--- src/logic/wec_pkg.sv ---
package wec_pkg;

  // ---------------------------------------------------------------
  // register addresses (7-bit register space)
  // ---------------------------------------------------------------
  localparam logic [6:0] ADDR_GLOBAL   = 7'h60;
  localparam logic [6:0] ADDR_SYSTEM   = 7'h61;
  localparam logic [6:0] ADDR_SUPPLY   = 7'h62;
  localparam logic [6:0] ADDR_TRX      = 7'h63;
  localparam logic [6:0] ADDR_WAKEPIN  = 7'h64;
  localparam logic [6:0] ADDR_WAKE_LVL = 7'h4B;
  localparam logic [6:0] ADDR_SYS_EN   = 7'h04;
  localparam logic [6:0] ADDR_SUP_EN   = 7'h1C;
  localparam logic [6:0] ADDR_TRX_EN   = 7'h23;
  localparam logic [6:0] ADDR_WAKE_EN  = 7'h4C;

  // ---------------------------------------------------------------
  // field positions
  // ---------------------------------------------------------------
  localparam int BIT_SYS_POWER_ON = 4;
  localparam int BIT_SYS_OVERTEMP = 2;
  localparam int BIT_SYS_SERIAL   = 1;
  localparam int BIT_SYS_WATCHDOG = 0;
  localparam int BIT_SUP_SENS_OV  = 2;
  localparam int BIT_SUP_SENS_UV  = 1;
  localparam int BIT_SUP_MCU_UV   = 0;
  localparam int BIT_TRX_FRAME    = 5;
  localparam int BIT_TRX_SILENCE  = 4;
  localparam int BIT_TRX_FAIL     = 1;
  localparam int BIT_TRX_WAKEUP   = 0;
  localparam int BIT_WAKE_RISE    = 1;
  localparam int BIT_WAKE_FALL    = 0;
  localparam int BIT_WAKE_LEVEL   = 1;
  localparam int BIT_GLB_WAKE     = 3;
  localparam int BIT_GLB_TRX      = 2;
  localparam int BIT_GLB_SUPPLY   = 1;
  localparam int BIT_GLB_SYSTEM   = 0;

  // implemented (writable) bits of each status register
  localparam logic [7:0] MASK_SYS  = 8'h17;
  localparam logic [7:0] MASK_SUP  = 8'h07;
  localparam logic [7:0] MASK_TRX  = 8'h33;
  localparam logic [7:0] MASK_WAKE = 8'h03;
  localparam logic [7:0] RESET_BYTE = 8'h00;

  // ---------------------------------------------------------------
  // modes and timing
  // ---------------------------------------------------------------
  localparam logic [1:0] TRX_MODE_FAIL_DETECT = 2'h1;
  localparam logic [2:0] DEV_MODE_SLEEP   = 3'h1;
  localparam logic [2:0] DEV_MODE_STANDBY = 3'h4;
  localparam logic [2:0] DEV_MODE_NORMAL  = 3'h7;
  localparam int EVENT_DELAY_US  = 380;
  localparam int CLK_MHZ         = 100;
  localparam int EVENT_DELAY_CYC = EVENT_DELAY_US * CLK_MHZ;

  typedef enum logic [2:0] {
    WEC_IDLE    = 3'b001,
    WEC_SIGNAL  = 3'b010,
    WEC_HOLDOFF = 3'b100
  } wec_rxd_state_t;

  // raw event requests from the surrounding device
  typedef struct packed {
    logic bus_wakeup;
    logic overtemp;
    logic serial_fail;
    logic watchdog_fail;
    logic sensor_over;
    logic sensor_under;
    logic mcu_under;
    logic frame_error;
    logic bus_silence;
    logic txd_clamped;
    logic trx_supply_low;
  } wec_src_t;

  // device condition inputs
  typedef struct packed {
    logic       trx_offline;
    logic       mcu_supply_on;
    logic       bus_was_active;
    logic [1:0] transceiver_mode_ctrl;
    logic [2:0] device_mode_code;
  } wec_cond_t;

  // register access strobe from the serial engine
  typedef struct packed {
    logic       wr;
    logic       rd;
    logic [6:0] addr;
    logic [7:0] data;
  } wec_reg_req_t;

endpackage : wec_pkg

--- src/logic/wec_event_capture.sv ---
`timescale 1ns/10ps
module wec_event_capture #(
  parameter int unsigned EVENT_DELAY = wec_pkg::EVENT_DELAY_CYC
) (
  input  wire logic                  i_mclk,
  input  wire logic                  i_resetn,
  input  wire logic                  i_wake_pin,
  input  wec_pkg::wec_src_t          i_src,
  input  wec_pkg::wec_cond_t         i_cond,
  input  wire logic                  i_wdog_window_mode,
  input  wire logic                  i_rstn_low,
  input  wec_pkg::wec_reg_req_t      i_reg,
  output logic [7:0]                 o_rd_data,
  output logic                       o_rxd_low,
  output logic                       o_trx_supply_fault_status,
  output logic                       o_sleep_allowed,
  output logic                       o_wake_from_sleep,
  output logic                       o_system_reset
);
  import wec_pkg::*;

  // ---------------------------------------------------------------
  // state
  // ---------------------------------------------------------------
  logic [7:0]     sys_stat, sup_stat, trx_stat, wake_stat;
  logic [7:0]     sys_en, sup_en, trx_en, wake_en;
  logic           supply_fault, power_on_pend;
  logic [7:0]     rd_data;
  wec_rxd_state_t rxd_state;
  logic [7:0]     next_sys_stat, next_sup_stat, next_trx_stat, next_wake_stat;
  logic [7:0]     next_sys_en, next_sup_en, next_trx_en, next_wake_en;
  logic           next_supply_fault, next_power_on_pend;
  logic [7:0]     next_rd_data;
  wec_rxd_state_t next_rxd_state;

  logic wake_level, wake_rise, wake_fall;
  logic in_sleep, in_normal, any_pend, any_clear, new_capture;
  logic timer_running, timer_expired;
  logic [7:0] sys_set, sup_set, trx_set, wake_set;
  logic [7:0] global_status;

  // write-one-to-clear decode, reused for every status register
  function automatic logic [7:0] w1c(input wec_reg_req_t req, input logic [6:0] addr,
                                     input logic [7:0] mask);
    w1c = (req.wr && req.addr == addr) ? (req.data & mask) : 8'h00;
  endfunction : w1c

  // ---------------------------------------------------------------
  // wake pin front end
  // ---------------------------------------------------------------
  wec_sync u_wake_sync (
    .i_mclk   (i_mclk),
    .i_resetn (i_resetn),
    .i_async  (i_wake_pin),
    .o_level  (wake_level),
    .o_rise   (wake_rise),
    .o_fall   (wake_fall)
  );

  // held-off interval after each clear
  wec_delay_timer #(
    .DELAY_CYC (EVENT_DELAY)
  ) u_delay (
    .i_mclk    (i_mclk),
    .i_resetn  (i_resetn),
    .i_start   (any_clear),
    .i_stop    (i_rstn_low),
    .o_running (timer_running),
    .o_expired (timer_expired)
  );

  assign in_sleep  = (i_cond.device_mode_code == DEV_MODE_SLEEP);
  assign in_normal = (i_cond.device_mode_code == DEV_MODE_NORMAL);

  // ---------------------------------------------------------------
  // event qualification
  // ---------------------------------------------------------------
  always_comb begin
    sys_set  = 8'h00;
    sup_set  = 8'h00;
    trx_set  = 8'h00;
    wake_set = 8'h00;
    sys_set[BIT_SYS_POWER_ON] = power_on_pend;
    sys_set[BIT_SYS_WATCHDOG] = i_src.watchdog_fail;
    sys_set[BIT_SYS_OVERTEMP] = i_src.overtemp & sys_en[BIT_SYS_OVERTEMP] & ~in_sleep;
    sys_set[BIT_SYS_SERIAL]   = i_src.serial_fail & sys_en[BIT_SYS_SERIAL] & ~in_sleep;
    sup_set[BIT_SUP_SENS_OV]  = i_src.sensor_over & sup_en[BIT_SUP_SENS_OV];
    sup_set[BIT_SUP_SENS_UV]  = i_src.sensor_under & sup_en[BIT_SUP_SENS_UV];
    // threshold selection has no bearing on this capture
    sup_set[BIT_SUP_MCU_UV]   = i_src.mcu_under & sup_en[BIT_SUP_MCU_UV] & ~in_sleep;
    trx_set[BIT_TRX_FRAME]    = i_src.frame_error;
    trx_set[BIT_TRX_SILENCE]  = i_src.bus_silence & trx_en[BIT_TRX_SILENCE]
                              & i_cond.bus_was_active;
    trx_set[BIT_TRX_FAIL]     = trx_en[BIT_TRX_FAIL]
                              & ((i_src.trx_supply_low
                                  & (i_cond.transceiver_mode_ctrl == TRX_MODE_FAIL_DETECT))
                                 | (i_src.txd_clamped & ~in_sleep));
    trx_set[BIT_TRX_WAKEUP]   = i_src.bus_wakeup & trx_en[BIT_TRX_WAKEUP]
                              & i_cond.trx_offline;
    wake_set[BIT_WAKE_RISE]   = wake_rise & wake_en[BIT_WAKE_RISE];
    wake_set[BIT_WAKE_FALL]   = wake_fall & wake_en[BIT_WAKE_FALL];
  end

  // ---------------------------------------------------------------
  // status and enable registers
  // ---------------------------------------------------------------
  // set wins over a clear in the same cycle, so no event is dropped
  always_comb begin
    next_sys_stat  = (sys_stat  & ~w1c(i_reg, ADDR_SYSTEM,  MASK_SYS))  | sys_set;
    next_sup_stat  = (sup_stat  & ~w1c(i_reg, ADDR_SUPPLY,  MASK_SUP))  | sup_set;
    next_trx_stat  = (trx_stat  & ~w1c(i_reg, ADDR_TRX,     MASK_TRX))  | trx_set;
    next_wake_stat = (wake_stat & ~w1c(i_reg, ADDR_WAKEPIN, MASK_WAKE)) | wake_set;
    next_power_on_pend = 1'b0;        // one-shot after reset release
    next_supply_fault = supply_fault | (trx_set[BIT_TRX_FAIL] & i_src.trx_supply_low);
    if (i_reg.wr && i_reg.addr == ADDR_TRX && i_reg.data[BIT_TRX_FAIL]) begin
      next_supply_fault = trx_set[BIT_TRX_FAIL] & i_src.trx_supply_low;
    end
    next_sys_en  = sys_en;
    next_sup_en  = sup_en;
    next_trx_en  = trx_en;
    next_wake_en = wake_en;
    if (i_reg.wr) begin
      case (i_reg.addr)
        ADDR_SYS_EN:  next_sys_en  = i_reg.data & MASK_SYS;
        ADDR_SUP_EN:  next_sup_en  = i_reg.data & MASK_SUP;
        ADDR_TRX_EN:  next_trx_en  = i_reg.data & MASK_TRX;
        ADDR_WAKE_EN: next_wake_en = i_reg.data & MASK_WAKE;
        default:      next_sys_en  = sys_en;
      endcase
    end
  end

  // any write of a one to a set bit counts as a clear
  assign any_clear = |{sys_stat & w1c(i_reg, ADDR_SYSTEM, MASK_SYS),
                       sup_stat & w1c(i_reg, ADDR_SUPPLY, MASK_SUP),
                       trx_stat & w1c(i_reg, ADDR_TRX, MASK_TRX),
                       wake_stat & w1c(i_reg, ADDR_WAKEPIN, MASK_WAKE)};

  // enables cleared at power-on: all wake sources but watchdog failure, frame error and the power-on capture start disabled
  always_ff @(posedge i_mclk or negedge i_resetn) begin
    if (!i_resetn) begin
      sys_stat      <= RESET_BYTE;
      sup_stat      <= RESET_BYTE;
      trx_stat      <= RESET_BYTE;
      wake_stat     <= RESET_BYTE;
      sys_en        <= RESET_BYTE;
      sup_en        <= RESET_BYTE;
      trx_en        <= RESET_BYTE;
      wake_en       <= RESET_BYTE;
      supply_fault  <= 1'b0;
      power_on_pend <= 1'b1;
    end else begin
      sys_stat      <= next_sys_stat;
      sup_stat      <= next_sup_stat;
      trx_stat      <= next_trx_stat;
      wake_stat     <= next_wake_stat;
      sys_en        <= next_sys_en;
      sup_en        <= next_sup_en;
      trx_en        <= next_trx_en;
      wake_en       <= next_wake_en;
      supply_fault  <= next_supply_fault;
      power_on_pend <= next_power_on_pend;
    end
  end

  // ---------------------------------------------------------------
  // summaries and read path
  // ---------------------------------------------------------------
  always_comb begin
    global_status = 8'h00;
    global_status[BIT_GLB_WAKE]   = |wake_stat;
    global_status[BIT_GLB_TRX]    = |trx_stat;
    global_status[BIT_GLB_SUPPLY] = |sup_stat;
    global_status[BIT_GLB_SYSTEM] = |sys_stat;
  end
  assign any_pend    = |global_status;
  assign new_capture = |{sys_set, sup_set, trx_set, wake_set};

  // read data registered; unmapped addresses read zero
  always_comb begin
    next_rd_data = rd_data;
    if (i_reg.rd) begin
      case (i_reg.addr)
        ADDR_GLOBAL:   next_rd_data = global_status;
        ADDR_SYSTEM:   next_rd_data = sys_stat;
        ADDR_SUPPLY:   next_rd_data = sup_stat;
        ADDR_TRX:      next_rd_data = trx_stat;
        ADDR_WAKEPIN:  next_rd_data = wake_stat;
        ADDR_SYS_EN:   next_rd_data = sys_en;
        ADDR_SUP_EN:   next_rd_data = sup_en;
        ADDR_TRX_EN:   next_rd_data = trx_en;
        ADDR_WAKE_EN:  next_rd_data = wake_en;
        ADDR_WAKE_LVL: begin
          next_rd_data = 8'h00;
          // outside normal mode, level only meaningful with an edge enabled
          next_rd_data[BIT_WAKE_LEVEL] = wake_level & (in_normal | (|wake_en));
        end
        default:       next_rd_data = 8'h00;
      endcase
    end
  end

  // ---------------------------------------------------------------
  // rxd signalling
  // ---------------------------------------------------------------
  always_comb begin
    next_rxd_state = rxd_state;
    case (rxd_state)
      WEC_IDLE: begin
        if (any_clear) begin
          next_rxd_state = WEC_HOLDOFF;
        end else if (any_pend || new_capture) begin
          next_rxd_state = WEC_SIGNAL;
        end
      end
      WEC_SIGNAL: begin
        if (any_clear) begin
          next_rxd_state = WEC_HOLDOFF;
        end
      end
      WEC_HOLDOFF: begin
        // events during holdoff only set bits; rxd waits for expiry or i_rstn_low
        // a clear landing on the expiry edge must restart the holdoff
        if (any_clear) begin
          next_rxd_state = WEC_HOLDOFF;
        end else if (i_rstn_low) begin
          next_rxd_state = any_pend ? WEC_SIGNAL : WEC_IDLE;
        end else if (timer_expired) begin
          next_rxd_state = any_pend ? WEC_SIGNAL : WEC_IDLE;
        end else if (!timer_running && !any_clear) begin
          next_rxd_state = WEC_IDLE;
        end
      end
      default: next_rxd_state = WEC_IDLE;
    endcase
  end

  always_ff @(posedge i_mclk or negedge i_resetn) begin
    if (!i_resetn) begin
      rxd_state <= WEC_IDLE;
      rd_data   <= 8'h00;
    end else begin
      rxd_state <= next_rxd_state;
      rd_data   <= next_rd_data;
    end
  end

  // ---------------------------------------------------------------
  // outputs
  // ---------------------------------------------------------------
  assign o_rd_data = rd_data;
  assign o_rxd_low = (rxd_state == WEC_SIGNAL) & i_cond.trx_offline
                   & i_cond.mcu_supply_on;
  assign o_trx_supply_fault_status = supply_fault;
  // sleep needs a wake source and nothing pending
  assign o_sleep_allowed = (trx_en[BIT_TRX_WAKEUP] | (|wake_en)) & ~any_pend;
  // mode logic restores supply and routes reset to standby
  assign o_wake_from_sleep = in_sleep & new_capture;
  // window failure resets at once; timeout only on repeat
  assign o_system_reset = i_src.watchdog_fail
                        & (i_wdog_window_mode | sys_stat[BIT_SYS_WATCHDOG]);
endmodule : wec_event_capture

--- src/logic/wec_sync.sv ---
`timescale 1ns/10ps
// two-stage synchroniser with edge outputs taken off the second stage
module wec_sync (
  input  wire logic i_mclk,
  input  wire logic i_resetn,
  input  wire logic i_async,
  output logic      o_level,
  output logic      o_rise,
  output logic      o_fall
);
  import wec_pkg::*;

  logic meta;
  logic stable;
  logic last;
  logic next_meta;
  logic next_stable;
  logic next_last;

  // -------------------------------------------------------------
  // next values
  // -------------------------------------------------------------
  always_comb begin
    next_meta   = i_async;
    next_stable = meta;
    next_last   = stable;
  end

  // the second stage and its one-cycle delayed copy feed the edge compare
  always_ff @(posedge i_mclk or negedge i_resetn) begin
    if (!i_resetn) begin
      meta   <= 1'b0;
      stable <= 1'b0;
      last   <= 1'b0;
    end else begin
      meta   <= next_meta;
      stable <= next_stable;
      last   <= next_last;
    end
  end

  assign o_level = stable;
  assign o_rise  = stable & ~last;
  assign o_fall  = ~stable & last;
endmodule : wec_sync

--- src/logic/wec_delay_timer.sv ---
`timescale 1ns/10ps
// one-shot delay counter; restart reloads, stop clears
module wec_delay_timer #(
  parameter int unsigned DELAY_CYC = wec_pkg::EVENT_DELAY_CYC
) (
  input  wire logic i_mclk,
  input  wire logic i_resetn,
  input  wire logic i_start,
  input  wire logic i_stop,
  output logic      o_running,
  output logic      o_expired
);
  import wec_pkg::*;

  logic [23:0] count;
  logic [23:0] next_count;
  logic        expired;
  logic        next_expired;

  // -------------------------------------------------------------
  // count down
  // -------------------------------------------------------------
  always_comb begin
    next_count   = count;
    next_expired = 1'b0;
    if (i_stop) begin
      next_count = 24'h000000;
    end else if (i_start) begin
      next_count = 24'(DELAY_CYC);
    end else if (count != 24'h000000) begin
      next_count = count - 24'h000001;
      next_expired = (count == 24'h000001);
    end
  end

  always_ff @(posedge i_mclk or negedge i_resetn) begin
    if (!i_resetn) begin
      count   <= 24'h000000;
      expired <= 1'b0;
    end else begin
      count   <= next_count;
      expired <= next_expired;
    end
  end

  assign o_running = (count != 24'h000000);
  assign o_expired = expired;
endmodule : wec_delay_timer

--- config.mk ---
export PLATFORM = sky130hd
export DESIGN_NAME = wec_event_capture
export DESIGN_NICKNAME = d
export VERILOG_FILES = /design/src/logic/wec_pkg.sv /design/src/logic/wec_event_capture.sv /design/src/logic/wec_sync.sv /design/src/logic/wec_delay_timer.sv
export SDC_FILE = /design/constraint.sdc
export NUM_CORES = 1
export LEC_CHECK = 0
export ABC_AREA = 1
export BUFFER_PORTS_ARGS = -buffer_cell sky130_fd_sc_hd__buf_2
export CORE_UTILIZATION = 45
export DETAILED_ROUTE_END_ITERATION = 8
export PLACE_DENSITY = 0.65
export SYNTH_ARGS = -nofsm -noshare
export SYNTH_HDL_FRONTEND = slang
export SYNTH_SLANG_ARGS = --single-unit
--- constraint.sdc ---
create_clock -name i_mclk -period 3.7 [get_ports i_mclk]
set_input_delay 0.74 -clock i_mclk [delete_from_list [all_inputs] [get_ports i_mclk]]
set_output_delay 0.74 -clock i_mclk [all_outputs]
set_load 0.02 [all_outputs]
Yosys cells after proc, flatten, opt, wreduce, memory -nomap -nowiden
Index checks and enable logic that the tools add are counted.

Flip-flop bits (word level): 86. Bits of input ports: 41. Bits in latches: 0. Memory bits (writable): 0. Memories: 0. ROM bits: 0.

$add $sub $neg: 1. $mul: 0. Order comparisons: 0. Eq/ne operators: 20. Reductions and logical operators: 24. Multiplexer cells: 21. Div/mod/pow operators: 0. Shifts and indexed selects: 0. Bitwise gates (word level): 51.

Operator list (number): 8-bit case mux with 10 select lines (1); 24-bit two-way mux (3); 32-bit OR reduction (2); 7-bit == test (second input constant) (7); 8-bit AND (4); 8-bit inverter (4); 8-bit OR reduction (4); 1-bit AND (26); 24-bit by 1-bit == test with 1-bit output (second input constant) (1); 3-bit two-way mux (8); 24-bit nonzero test (1); 24-bit by 1-bit subtractor with 24-bit output (second input constant) (1); 13-bit OR reduction (1); 3-bit case mux with 3 select lines (1); 8-bit by 2-bit AND with 8-bit output (1); 8-bit by 3-bit AND with 8-bit output (1); 8-bit by 5-bit AND with 8-bit output (1); 8-bit by 6-bit AND with 8-bit output (1); 8-bit by 2-bit bitwise OR with 8-bit output (1); 8-bit by 3-bit bitwise OR with 8-bit output (1); 8-bit by 5-bit bitwise OR with 8-bit output (1); 8-bit by 6-bit bitwise OR with 8-bit output (1); 2-bit AND reduction (4); 7-bit by 3-bit == test with 1-bit output (second input constant) (1); 21 further kinds (40).

Logic depth before layout (Yosys ltp)
Word-level depth: 12. Gate-level depth with buffers: 13.

By module
From an unflattened synthesis, not the netlist that was laid out.

Cells, all modules: 553. Area total of the unflattened synthesis: 3921.3 sq um.

Modules (own cells, without submodules): wec_event_capture (times used 1, sequential area each 928.4 sq um, area each 2228.4 sq um, cells an instance 326); wec_delay_timer (times used 1, sequential area each 625.6 sq um, area each 1602.8 sq um, cells an instance 220); wec_sync (times used 1, sequential area each 75.1 sq um, area each 90.1 sq um, cells an instance 7).

Worst setup path before layout
OpenSTA, ideal clock, no wires.

Kind: input to output. Start: input port i_cond[1] (netlist bit). End: output port o_wake_from_sleep. Cell stages on the path: 6. Slack: 1.341 ns. Data required time: 2.960 ns. Data arrival time: 1.619 ns. Cells stage by stage: inv_1 -> nand3b_1 -> nand2_1 -> a21boi_0 -> nor2_1 -> a21oi_1.

Longest elaborated chain between the ends: 7. Elaborated cells between the ends (all ways): 10. Classes of those cells: 1 x eq/ne; 8 x bitwise; 1 x reduce/logical.

Ends and longest elaborated chain: start: declaration (line wec_event_capture.sv:9) `input wec_pkg::wec_cond_t i_cond,`; 3-bit by 1-bit == test with 1-bit output (*) (line wec_event_capture.sv:72) `assign in_sleep = (i_cond.device_mode_code == DEV_MODE_SLEEP);`; 1-bit inverter; 1-bit AND (line wec_event_capture.sv:97) `| (i_src.txd_clamped & ~in_sleep));`; 1-bit bitwise OR (line wec_event_capture.sv:97); 1-bit AND (line wec_event_capture.sv:95) `& ((i_src.trx_supply_low`; 13-bit OR reduction (line wec_event_capture.sv:177) `assign new_capture = |{sys_set, sup_set, trx_set, wake_set};`; 1-bit AND (*) (line wec_event_capture.sv:258) `assign o_wake_from_sleep = in_sleep & new_capture;`; end: declaration (line wec_event_capture.sv:17) `output logic o_wake_from_sleep,`.

Mark *: on every way between the ends. The rest lies on a longest branch, timed or not.

Worst setup path in the final report
Start: input port i_cond[2] (netlist bit). End: output port o_wake_from_sleep.

Same word-level chain as after synthesis.

==> flow_summary.ini <==
[clock_network]
numCtsBuffers = 9
post_cts_buffers = 0
cts_hold_buf = 0
clk_latency_ps = 340
htreeDepth = 3
root_buffer = clkbuf_8
clock-sinks = 65
clk_pin_slew_ps = 70
ctsResizeCount = 0
cts_tree = done
clk_path_buf_depth = 2

[placement]
gp_congestion = 0.860
portBuffers = 48
hpwl_mm = 6.99
dp.cells = 656

[finish]
final_common_cell = nand2_1
drive_gt1_share_pct = 19.8
layout_common_cells = nand2_1 (121), dfrtp_1 (63), nor2_1 (60), inv_1 (56), buf_2 (48)
instances_no_fill = 672
fill_cells = 813
areaGrowthSynthToFinish_pct = 15.4
antenna_cells = 0
nNetsFinal = 605
finalCoreUtilization_pct = 53.9

[logic_synthesis]
ys_warn_count = 0
synth_seq_cells = 65
ys_types = 40
synthTopCellsByArea = dfrtp_1 (41%), nand2_1 (12%), nor2_1 (5.9%)
yosysSeqAreaShare_pct = 42.5
netlist_area_sq_mm = 0.00384
synth.avg_cell_area_sq_um = 7.55
synthCells = 508
synth_top_area_share_pct = 41.1
yosys.area.top_type = dfrtp_1

[drt]
drc = 0
viasPerCell = 5.18
wl_mm = 9.33
dr.pass1.iters = 5
drt_iter0_drc = 283
antenna_left = 0
vias = 3482
wl_per_cell_microns = 13.9

[timing]
finalCriticalPeriod_ps = 2730
fin_tns_setup_ps = 0
setup_violations = 0
max_freq_mhz = 367
skew_ps = 11.8
tightestPinTransition_ps = 830
final_hold_viol_count = 0
drv_slew = 0
period_share_pct = 73.7
max-slew-margin-rel_pct = 44.2
rsz0062_at_grt = false

[setup_path]
crit_path_start = i_cond[2]
timing.rr.end = u_delay.count[21]
arrival_ps = 1990
reg2reg_depth = 12
cp.depth = 8
max_stage_delay_ps = 320
path_buf_inv = 3
cp.required_ps = 2960
end_kind = primary output
worst_path_most_repeated_cell = buf_2
reg2reg_from = u_delay.count[0]
critPathMaxFanout = 5
critPathCapture = o_wake_from_sleep
critPathSlowestCell = nand3b_1
startpoint_type = input port
crit_family = simple AND/OR/NAND/NOR gates
crit_chain = buf_2, nand3b_1, nand2_1, a21boi_0, buf_4, nor2_1, a21oi_1, buf_2
r2r_slack_ps = 1520
critPathKind = in2out

[pwr]
power.leakage_uw = 0.00227
ir_worst_vdd_mv = 0.228
power_density_mw_per_mm2 = 678

[die]
start_util_pct = 46.7
io_pins = 54
fp.dieW_microns = 94.3
placeableCoreArea_sq_mm = 0.00822
num_rows = 33
dieHeight_microns = 94.3
die_area_sq_mm = 0.00890

[global_routing]
grt_max_degree = 66
track_usage_pct = 22.8
grt_pass1_wl_mm = 15.5
grt_pass1_vias = 3246
gr-total-overflow = 0
antenna_found_initial = 0

[worst_hold_path]
hold_path.class = reg2reg

[outcome]
status = finished, final reports clean

[run]
maxCapViolations = 0
-- metrics by stage --
stage / hold WS, ps / setup WS, ps / total power [uW] / area, sq um
final: 350 / 972 / 3000 / 4430
after global routing: 374 / 908 / 3250 / 4430
after CTS: 353 / 1000 / 3010 / 4430
after detailed placement: 336 / 1010 / 2220 / 4170
after global placement: 331 / 1030 / 2190 / 4170
after floorplan: 331 / 1340 / 1980 / 3840
-- layout make-up --
type | instances | area (sq um) | area share (%)
clock buffer | 12 | 165 | 3.73
clock inverter | 4 | 97.6 | 2.20
inverter | 60 | 225 | 5.09
multi-input combinational | 376 | 1920 | 43.5
sequential | 65 | 1630 | 36.8
tap | 105 | 131 | 2.97
timing repair buffer | 50 | 255 | 5.76
-- state kept, by name, indices dropped and copies added, names as in the netlist, 2 cells and up --
signal / flops
u_delay.count: 24
o_rd_data: 6
sys_en: 4
sys_stat: 4
trx_en: 4
trx_stat: 4
rxd_state: 3
sup_en: 3
sup_stat: 3
wake_en: 2
wake_stat: 2
-- metal layers --
layer	GRT usage (%)	routed length [microns]	part of all wire, %	up-vias
li1	-	-	-	1754
met1	34.7	4710	50	1617
met2	32.7	4000	43	99
met3	4.35	504	5.4	12
met4	6.67	117	1.3	0
met5	0	0	0	-
-- kinds of logic (layout without fill, tap and decap cells) --
kind of cell	after synthesis	in the layout	synth area share (%)
AO/OA/AOI/OAI	60	60	8.38
XOR/XNOR	13	13	2.97
adder cells (fa/ha/maj)	2	2	0.652
buffers and inverters	69	126	7.60
flip-flops	65	65	42.5
other	1	3	0.0977
AND/OR/NAND/NOR	298	298	37.9
-- report_power, final --
group | total [uW] | leakage (uW) | switching (uW) | internal [uW]
clock network | 786 | 0.000129 | 282 | 503
registers | 1050 | 0.000825 | 164 | 883
logic | 1170 | 0.00132 | 749 | 422
total | 3000 | 0.00227 | 1200 | 1810
-- worst min-delay path by stage --
stage / cells past startpoint / start / to / slack [ps]
final: 0 / u_wake_sync.meta / u_wake_sync.o_level / 350
after global routing: 0 / u_wake_sync.meta / u_wake_sync.o_level / 370
after CTS: 0 / u_wake_sync.meta / u_wake_sync.o_level / 350
after detailed placement: 0 / u_wake_sync.meta / u_wake_sync.o_level / 340
after global placement: 0 / u_wake_sync.meta / u_wake_sync.o_level / 330
after floorplan: 0 / u_wake_sync.meta / u_wake_sync.o_level / 330
-- worst reg2reg max path, stage by stage, from the launching register on --
cell and delay [ps]:
dfrtp_1 400, inv_1 100, ha_1 250, nand2_4 90
nor2_4 160, nand2_4 80, nor2_4 110, nand3_2 280
inv_2 230, nor2_2 80, nand2_1 70, xor2_1 180
nor2_2 40
-- synthesized netlist by cell type, drive strengths merged --
| cell type | n |
|---|---|
| o21bai | 1 |
| dfrtp | 63 |
| nand3b | 2 |
| clkbuf | 1 |
| a211oi | 2 |
| a21boi | 1 |
| o21ai | 35 |
| xor2 | 9 |
| nor3 | 15 |
| nor4 | 4 |
| o211ai | 1 |
| conb | 1 |
| and3 | 2 |
| nor2 | 84 |
| xnor2 | 4 |
| inv | 60 |
| nand4 | 25 |
| a32o | 1 |
| a31oi | 1 |
| buf | 8 |
| nand2 | 132 |
| ha | 2 |
| or2 | 1 |
| nand3 | 33 |
| dfstp | 2 |
| a21oi | 17 |
| a21o | 1 |
Note: power is estimated with default switching activity, not from simulation.
